[src/atsp_regs.vh]
// register map, field layout and reset values of the trigger slot program block
`ifndef ATSP_REGS_VH
`define ATSP_REGS_VH

// ****************************************************************
// register byte offsets
// ****************************************************************
`define ATSP_OFF_SW_0_3       8'h00
`define ATSP_OFF_SW_4_7       8'h04
`define ATSP_OFF_SW_8_11      8'h08
`define ATSP_OFF_CONST_0_3    8'h0C
`define ATSP_OFF_CONST_4_7    8'h10
`define ATSP_OFF_CONST_8_11   8'h14
`define ATSP_OFF_CTRL         8'h18
`define ATSP_OFF_STATUS       8'h1C
`define ATSP_OFF_IRQ_STATUS   8'h20
`define ATSP_OFF_IRQ_CLEAR    8'h24
`define ATSP_OFF_IRQ_ENABLE   8'h28

// ****************************************************************
// slot field layout
// ****************************************************************
`define ATSP_SLOT_COUNT       12
`define ATSP_SLOT_LANE_W      8
`define ATSP_SLOT_EN_BIT      7
`define ATSP_SEL_W            5
`define ATSP_SLOT_WMASK       32'h9F9F_9F9F
`define ATSP_SLOT_RESET       32'h0000_0000
`define ATSP_SEL_MAX_UNIT_A   5'h0E
`define ATSP_SEL_MAX_UNIT_B   5'h10

// ****************************************************************
// control, status and interrupt bits
// ****************************************************************
`define ATSP_CTRL_SW_START    0
`define ATSP_CTRL_CONST_MODE  1
`define ATSP_STAT_BUSY        0
`define ATSP_STAT_CONST       1
`define ATSP_STAT_SW_PEND     2
`define ATSP_STAT_SLOT_LSB    4
`define ATSP_IRQ_SW_DONE      0
`define ATSP_IRQ_BAD_SEL      1
`define ATSP_IRQ_ABORT        2
`define ATSP_IRQ_W            3

`endif

[src/atsp_slot_seq.v]
// slot sequencer: walks the software or constant slot program and issues conversions
`timescale 1ns/1ps
`include "atsp_regs.vh"

module atsp_slot_seq #(
  parameter IS_UNIT_B = 0
) (
  input  wire        pclk,
  input  wire        presetn,
  input  wire        sw_start,
  input  wire        const_mode,
  input  wire        hi_prio_trigger,
  input  wire        conv_done,
  input  wire [95:0] sw_slots,
  input  wire [95:0] const_slots,
  output reg         conv_start,
  output reg  [4:0]  conv_channel,
  output reg  [3:0]  conversion_result_slot,
  output reg         busy,
  output reg         const_active,
  output reg         sw_pending,
  output reg         sw_done_evt,
  output reg         bad_sel_evt,
  output reg         abort_evt
);

  // ****************************************************************
  // helpers
  // ****************************************************************
  localparam [2:0] ST_IDLE = 3'b001;
  localparam [2:0] ST_SCAN = 3'b010;
  localparam [2:0] ST_WAIT = 3'b100;

  function slot_en;
    input [95:0] w;
    input [3:0]  idx;
    begin
      slot_en = w[idx * `ATSP_SLOT_LANE_W + `ATSP_SLOT_EN_BIT];
    end
  endfunction

  function [4:0] slot_sel;
    input [95:0] w;
    input [3:0]  idx;
    begin
      slot_sel = w[idx * `ATSP_SLOT_LANE_W +: `ATSP_SEL_W];
    end
  endfunction

  // codes above the unit's top input are reserved
  function sel_ok;
    input [4:0] code;
    begin
      sel_ok = (code <= `ATSP_SEL_MAX_UNIT_A) ||
               ((IS_UNIT_B != 0) && (code <= `ATSP_SEL_MAX_UNIT_B));
    end
  endfunction

  reg  [2:0] state;
  reg        prog_sw;
  reg  [3:0] idx;
  wire [95:0] cur_prog = prog_sw ? sw_slots : const_slots;
  wire        cur_en   = slot_en(cur_prog, idx);
  wire [4:0]  cur_sel  = slot_sel(cur_prog, idx);

  // ****************************************************************
  // sequencer
  // ****************************************************************
  // one slot is issued, then the core's done moves on to the next index
  always @(posedge pclk or negedge presetn) begin
    if (!presetn) begin
      state                  <= ST_IDLE;
      prog_sw                <= 1'b0;
      idx                    <= 4'h0;
      conv_start             <= 1'b0;
      conv_channel           <= 5'h00;
      conversion_result_slot <= 4'h0;
      busy                   <= 1'b0;
      const_active           <= 1'b0;
      sw_pending             <= 1'b0;
      sw_done_evt            <= 1'b0;
      bad_sel_evt            <= 1'b0;
      abort_evt              <= 1'b0;
    end else begin
      conv_start  <= 1'b0;
      sw_done_evt <= 1'b0;
      bad_sel_evt <= 1'b0;
      abort_evt   <= 1'b0;
      if (sw_start)
        sw_pending <= 1'b1;
      case (state)
        ST_IDLE: begin
          idx <= 4'h0;
          if (!hi_prio_trigger && (sw_pending || sw_start)) begin
            prog_sw      <= 1'b1;
            busy         <= 1'b1;
            const_active <= 1'b0;
            state        <= ST_SCAN;
          end else if (!hi_prio_trigger && const_mode) begin
            prog_sw      <= 1'b0; // triggers stay armed while the mode is on
            busy         <= 1'b1;
            const_active <= 1'b1;
            state        <= ST_SCAN;
          end else begin
            busy         <= 1'b0;
            const_active <= 1'b0;
          end
        end
        ST_SCAN: begin
          if (hi_prio_trigger || (!prog_sw && sw_pending) || (!prog_sw && !const_mode)) begin
            abort_evt <= hi_prio_trigger || sw_pending;
            state     <= ST_IDLE;
          end else if (idx == `ATSP_SLOT_COUNT) begin
            if (prog_sw) begin
              sw_done_evt <= 1'b1;
              sw_pending  <= sw_start;
            end
            state <= ST_IDLE;
          end else if (cur_en && sel_ok(cur_sel)) begin
            conv_start             <= 1'b1;
            conv_channel           <= cur_sel;
            conversion_result_slot <= idx;
            state                  <= ST_WAIT;
          end else begin
            bad_sel_evt <= cur_en;
            idx         <= idx + 4'h1;
          end
        end
        ST_WAIT: begin
          if (hi_prio_trigger || (!prog_sw && sw_pending)) begin
            abort_evt <= 1'b1;
            state     <= ST_IDLE;
          end else if (conv_done) begin
            idx   <= idx + 4'h1;
            state <= ST_SCAN;
          end
        end
        default: begin
          state <= ST_IDLE;
        end
      endcase
    end
  end

endmodule // atsp_slot_seq

[src/atsp_top.v]
// trigger slot program block: apb registers, interrupts and the slot sequencer
//
// Notes on behaviour
// - a constant mode keeps conversion triggers permanently armed from its own slots.
// - twelve constant slots, each in one byte lane of a packed word.
// - a constant slot converts only when its enable bit is one.
// - each constant slot holds a five-bit analog input selector.
// - slot m always delivers its result into result register m.
// - enables at bits 31,23,15,7; selectors at 28-24,20-16,12-8,4-0.
// - the two bits between enable and selector read zero, writes ignored.
// - codes 0..14 valid on both units; 15 and 16 only on unit b.
// - all slot program bits reset to zero.
// - software slots convert only when enabled, same selector coding.
// - finishing a software program raises the software done interrupt.
// - a higher priority trigger aborts the running program.
//
// register map, byte offsets
// 0x00-0x08  software slot words for slots 0-3, 4-7 and 8-11
// 0x0C-0x14  constant slot words, same lane layout
// 0x18       control: bit 0 start pulse, bit 1 constant mode
// 0x1C       status: busy, constant active, start pending, slot in 7:4
// 0x20       interrupt status: done, bad selector, abort
// 0x24       interrupt clear, a one clears the matching status bit
// 0x28       interrupt enable, same layout as the status
//
// limitations
// reserved selector codes are stored as written but never converted
// status reads are one cycle old, the answer is taken in setup
// a software start pre-empts the constant loop, which resumes after
//
// The register offsets and the APB slave port were decided locally.
`timescale 1ns/1ps
`include "atsp_regs.vh"

module atsp_top #(
  parameter IS_UNIT_B = 0
) (
  input  wire        pclk,
  input  wire        presetn,
  input  wire        psel,
  input  wire        penable,
  input  wire        pwrite,
  input  wire [7:0]  paddr,
  input  wire [31:0] pwdata,
  output reg  [31:0] prdata,
  output reg         pready,
  output reg         pslverr,
  input  wire        hi_prio_trigger,
  input  wire        conv_done,
  output wire        conv_start,
  output wire [4:0]  conv_channel,
  output wire [3:0]  conversion_result_slot,
  output reg         sw_conversion_done_irq
);

  // ****************************************************************
  // storage
  // ****************************************************************
  reg  [31:0]            sw_word [0:2];
  reg  [31:0]            const_word [0:2];
  reg                    const_mode;
  reg                    sw_start;
  reg  [`ATSP_IRQ_W-1:0] irq_status;
  reg  [`ATSP_IRQ_W-1:0] irq_enable;
  reg  [`ATSP_IRQ_W-1:0] next_irq_status;
  reg  [31:0]            next_prdata;
  reg                    next_slverr;

  wire        busy;
  wire        const_active;
  wire        sw_pending;
  wire        sw_done_evt;
  wire        bad_sel_evt;
  wire        abort_evt;
  wire [95:0] sw_slots    = {sw_word[2], sw_word[1], sw_word[0]};
  wire [95:0] const_slots = {const_word[2], const_word[1], const_word[0]};

  // write lands only at the access edge the master samples pready
  wire        wr_ok = psel & penable & pready & pwrite;

  // ****************************************************************
  // single register hits
  // ****************************************************************
  // one compare each, used only by the write paths; the read mux decodes paddr itself
  wire        hit_ctrl    = (paddr == `ATSP_OFF_CTRL);
  wire        hit_irq_clr = (paddr == `ATSP_OFF_IRQ_CLEAR);
  wire        hit_irq_en  = (paddr == `ATSP_OFF_IRQ_ENABLE);
  wire        setup_rd    = psel & ~penable & ~pwrite;

  // ****************************************************************
  // address decode helpers
  // ****************************************************************
  // index of a packed slot word, or 2'd3 when the address is not one
  function [1:0] word_index;
    input [7:0] a;
    input       is_const;
    begin
      word_index = 2'd3;
      if (is_const) begin
        case (a)
          `ATSP_OFF_CONST_0_3:  word_index = 2'd0;
          `ATSP_OFF_CONST_4_7:  word_index = 2'd1;
          `ATSP_OFF_CONST_8_11: word_index = 2'd2;
          default:              word_index = 2'd3;
        endcase
      end else begin
        case (a)
          `ATSP_OFF_SW_0_3:  word_index = 2'd0;
          `ATSP_OFF_SW_4_7:  word_index = 2'd1;
          `ATSP_OFF_SW_8_11: word_index = 2'd2;
          default:           word_index = 2'd3;
        endcase
      end
    end
  endfunction

  // keep enable and selector bits, the two reserved bits of each lane forced to zero
  function [31:0] slot_pack;
    input [31:0] d;
    begin
      slot_pack = d & `ATSP_SLOT_WMASK;
    end
  endfunction

  wire [1:0] sw_idx    = word_index(paddr, 1'b0);
  wire [1:0] const_idx = word_index(paddr, 1'b1);

  // ****************************************************************
  // slot program registers
  // ****************************************************************
  // software slot words, four slots to a word
  always @(posedge pclk or negedge presetn) begin
    if (!presetn) begin
      sw_word[0] <= `ATSP_SLOT_RESET;
      sw_word[1] <= `ATSP_SLOT_RESET;
      sw_word[2] <= `ATSP_SLOT_RESET;
    end else if (wr_ok && sw_idx != 2'd3) begin
      sw_word[sw_idx] <= slot_pack(pwdata);
    end
  end

  // constant slot words, same lane layout as the software words
  always @(posedge pclk or negedge presetn) begin
    if (!presetn) begin
      const_word[0] <= `ATSP_SLOT_RESET;
      const_word[1] <= `ATSP_SLOT_RESET;
      const_word[2] <= `ATSP_SLOT_RESET;
    end else if (wr_ok && const_idx != 2'd3) begin
      const_word[const_idx] <= slot_pack(pwdata);
    end
  end

  // ****************************************************************
  // control and interrupt enable registers
  // ****************************************************************
  // start bit is a write-one pulse, it never reads back
  always @(posedge pclk or negedge presetn) begin
    if (!presetn) begin
      const_mode <= 1'b0;
      sw_start   <= 1'b0;
    end else begin
      sw_start <= 1'b0;
      if (wr_ok && hit_ctrl) begin
        const_mode <= pwdata[`ATSP_CTRL_CONST_MODE];
        sw_start   <= pwdata[`ATSP_CTRL_SW_START];
      end
    end
  end

  // enable mask, same bit layout as the interrupt status
  always @(posedge pclk or negedge presetn) begin
    if (!presetn) begin
      irq_enable <= {`ATSP_IRQ_W{1'b0}};
    end else if (wr_ok && hit_irq_en) begin
      irq_enable <= pwdata[`ATSP_IRQ_W-1:0];
    end
  end

  // ****************************************************************
  // interrupt status
  // ****************************************************************
  // a new event beats a clear written in the same cycle
  always @* begin
    next_irq_status = irq_status;
    if (wr_ok && hit_irq_clr)
      next_irq_status = irq_status & ~pwdata[`ATSP_IRQ_W-1:0];
    next_irq_status[`ATSP_IRQ_SW_DONE] = next_irq_status[`ATSP_IRQ_SW_DONE] |
                                         sw_done_evt;
    next_irq_status[`ATSP_IRQ_BAD_SEL] = next_irq_status[`ATSP_IRQ_BAD_SEL] | bad_sel_evt;
    next_irq_status[`ATSP_IRQ_ABORT]   = next_irq_status[`ATSP_IRQ_ABORT] | abort_evt;
  end

  // sticky status flops
  always @(posedge pclk or negedge presetn) begin
    if (!presetn) begin
      irq_status <= {`ATSP_IRQ_W{1'b0}};
    end else begin
      irq_status <= next_irq_status;
    end
  end

  // irq line rises with the status bit, always from a flop
  always @(posedge pclk or negedge presetn) begin
    if (!presetn) begin
      sw_conversion_done_irq <= 1'b0;
    end else begin
      sw_conversion_done_irq <= |(next_irq_status & irq_enable);
    end
  end

  // ****************************************************************
  // apb read mux
  // ****************************************************************
  // unmapped addresses answer with pslverr and zero data
  always @* begin
    next_prdata = 32'h0000_0000;
    next_slverr = 1'b0;
    if (sw_idx != 2'd3)
      next_prdata = sw_word[sw_idx];
    else if (const_idx != 2'd3)
      next_prdata = const_word[const_idx];
    else begin
      case (paddr)
        `ATSP_OFF_CTRL: begin
          next_prdata[`ATSP_CTRL_CONST_MODE] = const_mode;
        end
        `ATSP_OFF_STATUS: begin
          next_prdata[`ATSP_STAT_BUSY]    = busy;
          next_prdata[`ATSP_STAT_CONST]   = const_active;
          next_prdata[`ATSP_STAT_SW_PEND] = sw_pending;
          next_prdata[`ATSP_STAT_SLOT_LSB +: 4] = conversion_result_slot;
        end
        `ATSP_OFF_IRQ_STATUS: begin
          next_prdata[`ATSP_IRQ_W-1:0] = irq_status;
        end
        `ATSP_OFF_IRQ_CLEAR: begin
          next_prdata = 32'h0000_0000;
        end
        `ATSP_OFF_IRQ_ENABLE: begin
          next_prdata[`ATSP_IRQ_W-1:0] = irq_enable;
        end
        default: begin
          next_slverr = 1'b1;
        end
      endcase
    end
  end

  // ****************************************************************
  // apb handshake
  // ****************************************************************
  // answer captured in setup, so every access ends after one cycle;
  // status read data is therefore one cycle old at the access edge
  always @(posedge pclk or negedge presetn) begin
    if (!presetn) begin
      pready  <= 1'b0;
      pslverr <= 1'b0;
    end else begin
      pready  <= psel & ~penable;
      pslverr <= psel & ~penable & next_slverr;
    end
  end

  // read data stands only in the access cycle of a read, zero otherwise
  always @(posedge pclk or negedge presetn) begin
    if (!presetn) begin
      prdata <= 32'h0000_0000;
    end else if (setup_rd) begin
      prdata <= next_prdata;
    end else begin
      prdata <= 32'h0000_0000;
    end
  end

  // ****************************************************************
  // sequencer
  // ****************************************************************
  atsp_slot_seq #(
    .IS_UNIT_B (IS_UNIT_B)
  ) u_seq (
    .pclk                   (pclk),
    .presetn                (presetn),
    .sw_start               (sw_start),
    .const_mode             (const_mode),
    .hi_prio_trigger        (hi_prio_trigger),
    .conv_done              (conv_done),
    .sw_slots               (sw_slots),
    .const_slots            (const_slots),
    .conv_start             (conv_start),
    .conv_channel           (conv_channel),
    .conversion_result_slot (conversion_result_slot),
    .busy                   (busy),
    .const_active           (const_active),
    .sw_pending             (sw_pending),
    .sw_done_evt            (sw_done_evt),
    .bad_sel_evt            (bad_sel_evt),
    .abort_evt              (abort_evt)
  );

endmodule // atsp_top

[config.mk]
export PLATFORM = sky130hd
export DESIGN_NAME = atsp_top
export DESIGN_NICKNAME = d
export VERILOG_FILES = /design/src/atsp_slot_seq.v /design/src/atsp_top.v
export VERILOG_INCLUDE_DIRS = /design/src /design/src/src
export SDC_FILE = /design/constraint.sdc
export NUM_CORES = 1
export LEC_CHECK = 0
export BUFFER_PORTS_ARGS = -buffer_cell sky130_fd_sc_hd__buf_2
export CAP_MARGIN = 20
export CORE_MARGIN = 2
export CORE_UTILIZATION = 50
export DETAILED_ROUTE_END_ITERATION = 12
export PLACE_DENSITY = 0.73
export SYNTH_ARGS = -nofsm -noshare
export SYNTH_HDL_FRONTEND = slang
export SYNTH_SLANG_ARGS = --single-unit
[constraint.sdc]
create_clock -name pclk -period 4.17 [get_ports pclk]
set_input_delay 0.417 -clock pclk [delete_from_list [all_inputs] [get_ports pclk]]
set_output_delay 0.417 -clock pclk [all_outputs]
set_load 0.05 [all_outputs]
Word-level counts from Yosys, hierarchy flattened:

Index checks and enable logic that the tools add are counted.

* register bits: 259
* bits of input ports: 47
* word-level logic and storage cells: 173

* add/sub/neg operators: 2
* magnitude comparators: 6
* equal/unequal tests: 24
* shifts and indexed selects: 1
* multiplexer cells: 68
* bitwise operators: 18
* reduce and logical (&&, ||, !) cells: 28

Operator list (count)
* $mux W32: 9
* $bwmux W96: 2
* $bmux W32 S2: 2
* $demux W32 S2: 2
* $mux W96: 1
* $shiftx A96 B8 Y5: 1
* $eq A8 B5 Y1 const B: 4
* $lt A32 B8 Y1 const B: 1
* $mux W1: 29
* $eq A8 B6 Y1 const B: 3
* $mux W3: 8
* $mux W4: 6
* $eq A8 B4 Y1 const B: 2
* $ne A2 B2 Y1 const B: 7
* $logic_and A1 B1 Y1: 12
* $pmux W2 S3: 2
* $pmux W4 S3: 1
* $pmux W3 S3: 1
* $add A7 B3 Y8 const B: 1
* $eq A8 B3 Y1 const B: 1
* $logic_not A8 Y1: 1
* $bmux W1 S7: 1
* $and A1 B1 Y1: 6
* $and A3 B3 Y3: 2
* 28 further kinds: 42

Longest topological paths before layout:

* depth after elaboration: 9
* depth in mapped cells: 12
* depth with buffers taken out: 10

Modules after synthesis:

Synthesis repeated with hierarchy kept, for this count alone.

* cells, all modules: 860
* area total of the unflattened synthesis: 10645.2 um2

Modules (own cells, without submodules)
* atsp_top: times used 1, cells an instance 645, area an instance 8318.0 um2
* atsp_slot_seq: times used 1, cells an instance 215, area an instance 2327.2 um2

Worst setup path after synthesis:

Ideal clock, no wire load.

* path kind: register to register
* start point: reg u_seq.prog_sw
* end point: reg u_seq.conv_channel[0]
* setup time: 0.125 ns
* arrival: 2.370 ns
* data required time: 4.045 ns
* slack: 1.675 ns
* cell stages (with the launch flop): 10
* buffers on the path: 2
* period minus slack after synthesis: 2.495 ns
* cell sequence: dfrtp_1 > buf_6 > mux4_2 > mux2_2 > nand2_1 > nand3_2 > a41o_4 > nor3_4 > buf_6 > mux2_4

* cells in the longest elaborated chain, start to end: 6

Ends and longest elaborated chain
* from (decl): line atsp_slot_seq.v:60 `reg prog_sw;`
* from (signal assigned): line atsp_slot_seq.v:73 `prog_sw <= 1'b0;`
* from (signal assigned): line atsp_slot_seq.v:95 `prog_sw <= 1'b1;`
* from (signal assigned): line atsp_slot_seq.v:100 `prog_sw <= 1'b0;`
* parallel branches: the longest is 6 deep, another holds $le A5 B4 Y1
* to (signal assigned): line atsp_slot_seq.v:121 `conv_channel <= cur_sel;`
* to (decl): line atsp_slot_seq.v:17 `output reg [4:0] conv_channel,`

Parallel ways; which one is timed is not known. The select of a mux whose other input is x is not followed.
A chain may end at the register's enable or synchronous reset.

Final worst setup path:

* start point: reg u_seq.idx[0]
* end point: reg u_seq.conv_channel[3]

* cells in the longest elaborated chain, start to end: 5

Ends and longest elaborated chain
* from (decl): line atsp_slot_seq.v:61 `reg [3:0] idx;`
* from (signal assigned): line atsp_slot_seq.v:126 `idx <= idx + 4'h1;`
* from (signal assigned): line atsp_slot_seq.v:134 `idx <= idx + 4'h1;`
* $add A7 B3 Y8 (no line)
* $bmux W1 S7: line atsp_slot_seq.v:38 `` slot_en = w[idx * `ATSP_SLOT_LANE_W + `ATSP_SLOT_EN_BIT]; ``
* $mux W1: line atsp_slot_seq.v:38
* $logic_and A1 B1 Y1: line atsp_slot_seq.v:119 `end else if (cur_en && sel_ok(cur_sel)) begin`
* $reduce_and A4 Y1 (no line)

Several ways; a longest one is shown, not always the timed one. The select of a mux whose other input is x is not followed.

==> reports/qor.txt <==
Post-synth EDFFs - 0
final slew viol count - 0
#FFs+latches synth - 205
first-pass GRT wire length - 45,000 um
Setup Skew - 11.2 ps
top cell type's share of synthesized area - 49.3%
Mapped Cells - 829
vias in the first global route - 7,693
syn avg cell area - 12.5 sq um
die footprint - 0.0219 sq mm
gp weighted congestion - 1.02
number of remaining DRC errors - 0
layout cells sized above 1 - 37.8%
Worst Path Required - 4570 ps
CP startpoint kind - register
clk_lat worst skew - 520 ps
critical path endpoint category - register
Design Area, Final - 0.0119 sq mm
final setup TNS - 0 ps
Setup-failing EPs final - 0
Tmin final - 3420 ps
placed cell areas - 0.0111 sq mm
Filler cells - 1,687
Least-Margin Pin Slew - 773 ps
Avg WL per Cell - 24.3 um
RSZ-0062 raised after global routing - no
Die Wd - 148 um
clock root cell - clkbuf_16
Hold Crit Start - hi_prio_trigger
initial antenna violation count - 1
largest net degree at the start of global routing - 93
std cell rows - 52
ANT nets after route - 0
synth top area cells - dfrtp_1 49%, mux2_2 18%, mux2i_1 5.1%
port bufs - 77
outcome - finished, final reports clean
biggest area consumer among synthesized cells - dfrtp_1
I/O pins - 92
YS warnings - 0
Initial Utilization - 51.0%
via/cell ratio - 6.31
P&R area growth vs syn - 14.7%
fmax - 292 MHz
# resized after CTS - 0
largest family of logic cells by synthesized area - multiplexers
Main synth FF type - dfrtp_1
CP max FO - 12
mux cell area share after synthesis - 28.7%
Sinks on Clock Net - 205
unique cell type count in the Yosys netlist - 65
Nets - 960
drt pass-1 iters - 5
WP data arrival - 3820 ps
Iteration-0 DRC Markers - 716
Final Core Density - 58.5%
vias - 7,548
Worst slew margin - 48.5%
Fin. Hold Viols - 0
most frequent cells after synthesis - 204 x dfrtp_1, 166 x mux2_2, 53 x mux2i_1
simple logic cell fraction of the synthesized area - 7.55%
wirelength, routed - 29,000 um
gr ovfl total - 0
Reg2Reg Launch Point - u_seq.idx[0]
most frequent cell after synthesis - dfrtp_1
Tcrit/Tclk final - 82.0%
Worst-path clk slew - 60 ps
worst min path class - in -> reg
critical path class - reg -> reg
GRT Util Overall - 26.8%
Seq/Total Area, Yosys - 49.5%
post-DP HPWL - 19,300 um
Critical path origin - u_seq.idx[0]
Power Density - 402 mW/mm^2
Post-CTS Setup Bufs - 0
xor and xnor area share after synthesis - 0.169%
Post-synth ARST share - 100%
CTS Buf Count - 23
Max IR drop VDD - 0.288 mV
Max Cap Viol - 0
CTS tree - built
Compound-Gate Fraction of Synth Area - 10.5%
core area - 0.0203 sq mm
Max H-tree Level - 1
Clock Path Buffers - 3
Leak - 5.94 nW
Adder-Cell Fraction of Synth Area - 0.241%
Mapped Area - 0.0104 sq mm
Die Y - 148 um
## placed cells by master (no fill, tap or decap), types with 8 or more instances in the layout
cell type,instances
o21a_1,10
nor3_1,10
dfrtp_1,203
nor2b_1,8
mux4_2,15
o22ai_1,10
a22oi_1,34
nor2_1,40
o21ai_0,19
buf_4,27
o211ai_1,17
nand3_1,11
a21oi_1,14
mux2i_1,53
nand2_1,43
clkbuf_16,23
a221oi_1,10
mux2_2,166
buf_2,76
nand2b_1,10
## registers in the layout (all words and copies together) (netlist names), 3 cells and up
signal / flops
sw_slots: 72
prdata: 26
u_seq.idx: 4
u_seq.state: 3
const_slots: 72
u_seq.conversion_result_slot: 4
u_seq.conv_channel: 5
irq_enable: 3
irq_status: 3
## what timing repair did
item | CTS | global route
hold buffers | 1 | 0
setup endpoints to repair | 0 | 0
hold endpoints to repair | 2 | 0
## stage by stage
stage                     total power [mW]  instances  hold slack [ps]  worst slack, ps
after floorplan                       2.49        834              121             1680
after global placement                2.69       1155              451              891
after detailed placement              2.70       1155              448              851
after CTS                             4.78       1195              132              834
after global routing                  4.92       1196              155              618
final                                 4.78       1196              148              750
## power by group
group | total (mW) | internal, mW | switching (mW) | leakage (nW)
sequential | 2.09 | 2.03 | 0.0640 | 2.84
clock | 2.09 | 1.28 | 0.807 | 0.380
combinational | 0.593 | 0.212 | 0.382 | 2.72
total | 4.78 | 3.53 | 1.25 | 5.94
## path summary, 6_finish.rpt
path,endpoint,slack (ps),cells after the start
worst max register to register,u_seq.conv_channel[3],750,7
min in group asynchronous,sw_conversion_done_irq,500,2
max in group asynchronous,sw_slots[83],2590,3
worst min register to register,irq_status[0],480,1
worst min-delay path,u_seq.prog_sw,150,2
worst max-delay path,u_seq.conv_channel[3],750,7
## cells by family after synthesis
logic type | after synthesis
xor gates and xnor gates | 2
muxes | 249
buffers and inverters | 65
adders and majority gates | 2
other | 1
DFF | 205
AOI/OAI and AO/OA | 149
and+or+nand+nor | 156
## worst max-delay path, stage by stage (launching register included)
cell      delay (ps)
dfrtp_1          590
nor2b_1          690
a22oi_1          210
nand3_1          130
o211ai_1         260
a41o_4           410
nor3_4           600
mux2_2           410
## routing by layer
metal,vias up,routed length [um],global-route usage [%],share of wire (%)
li1,3256,-,-,-
met3,89,2090,4.94,7.2
met4,0,1320,11.8,4.6
met5,-,0,0,0
met1,3857,12000,36.1,41
met2,346,13700,42.9,47
## cell type report
type | count | area [sq um] | share of cell area, %
multi-input cells | 564 | 4920 | 41.4
clock inverters | 6 | 109 | 0.916
clock buffers | 33 | 663 | 5.58
well taps | 270 | 338 | 2.84
flip-flops and latches | 205 | 5130 | 43.2
repair buffers | 109 | 687 | 5.78
diodes | 1 | 2.50 | 0.0211
inverters | 8 | 30.0 | 0.253
Power figures use the tool's default switching activity.
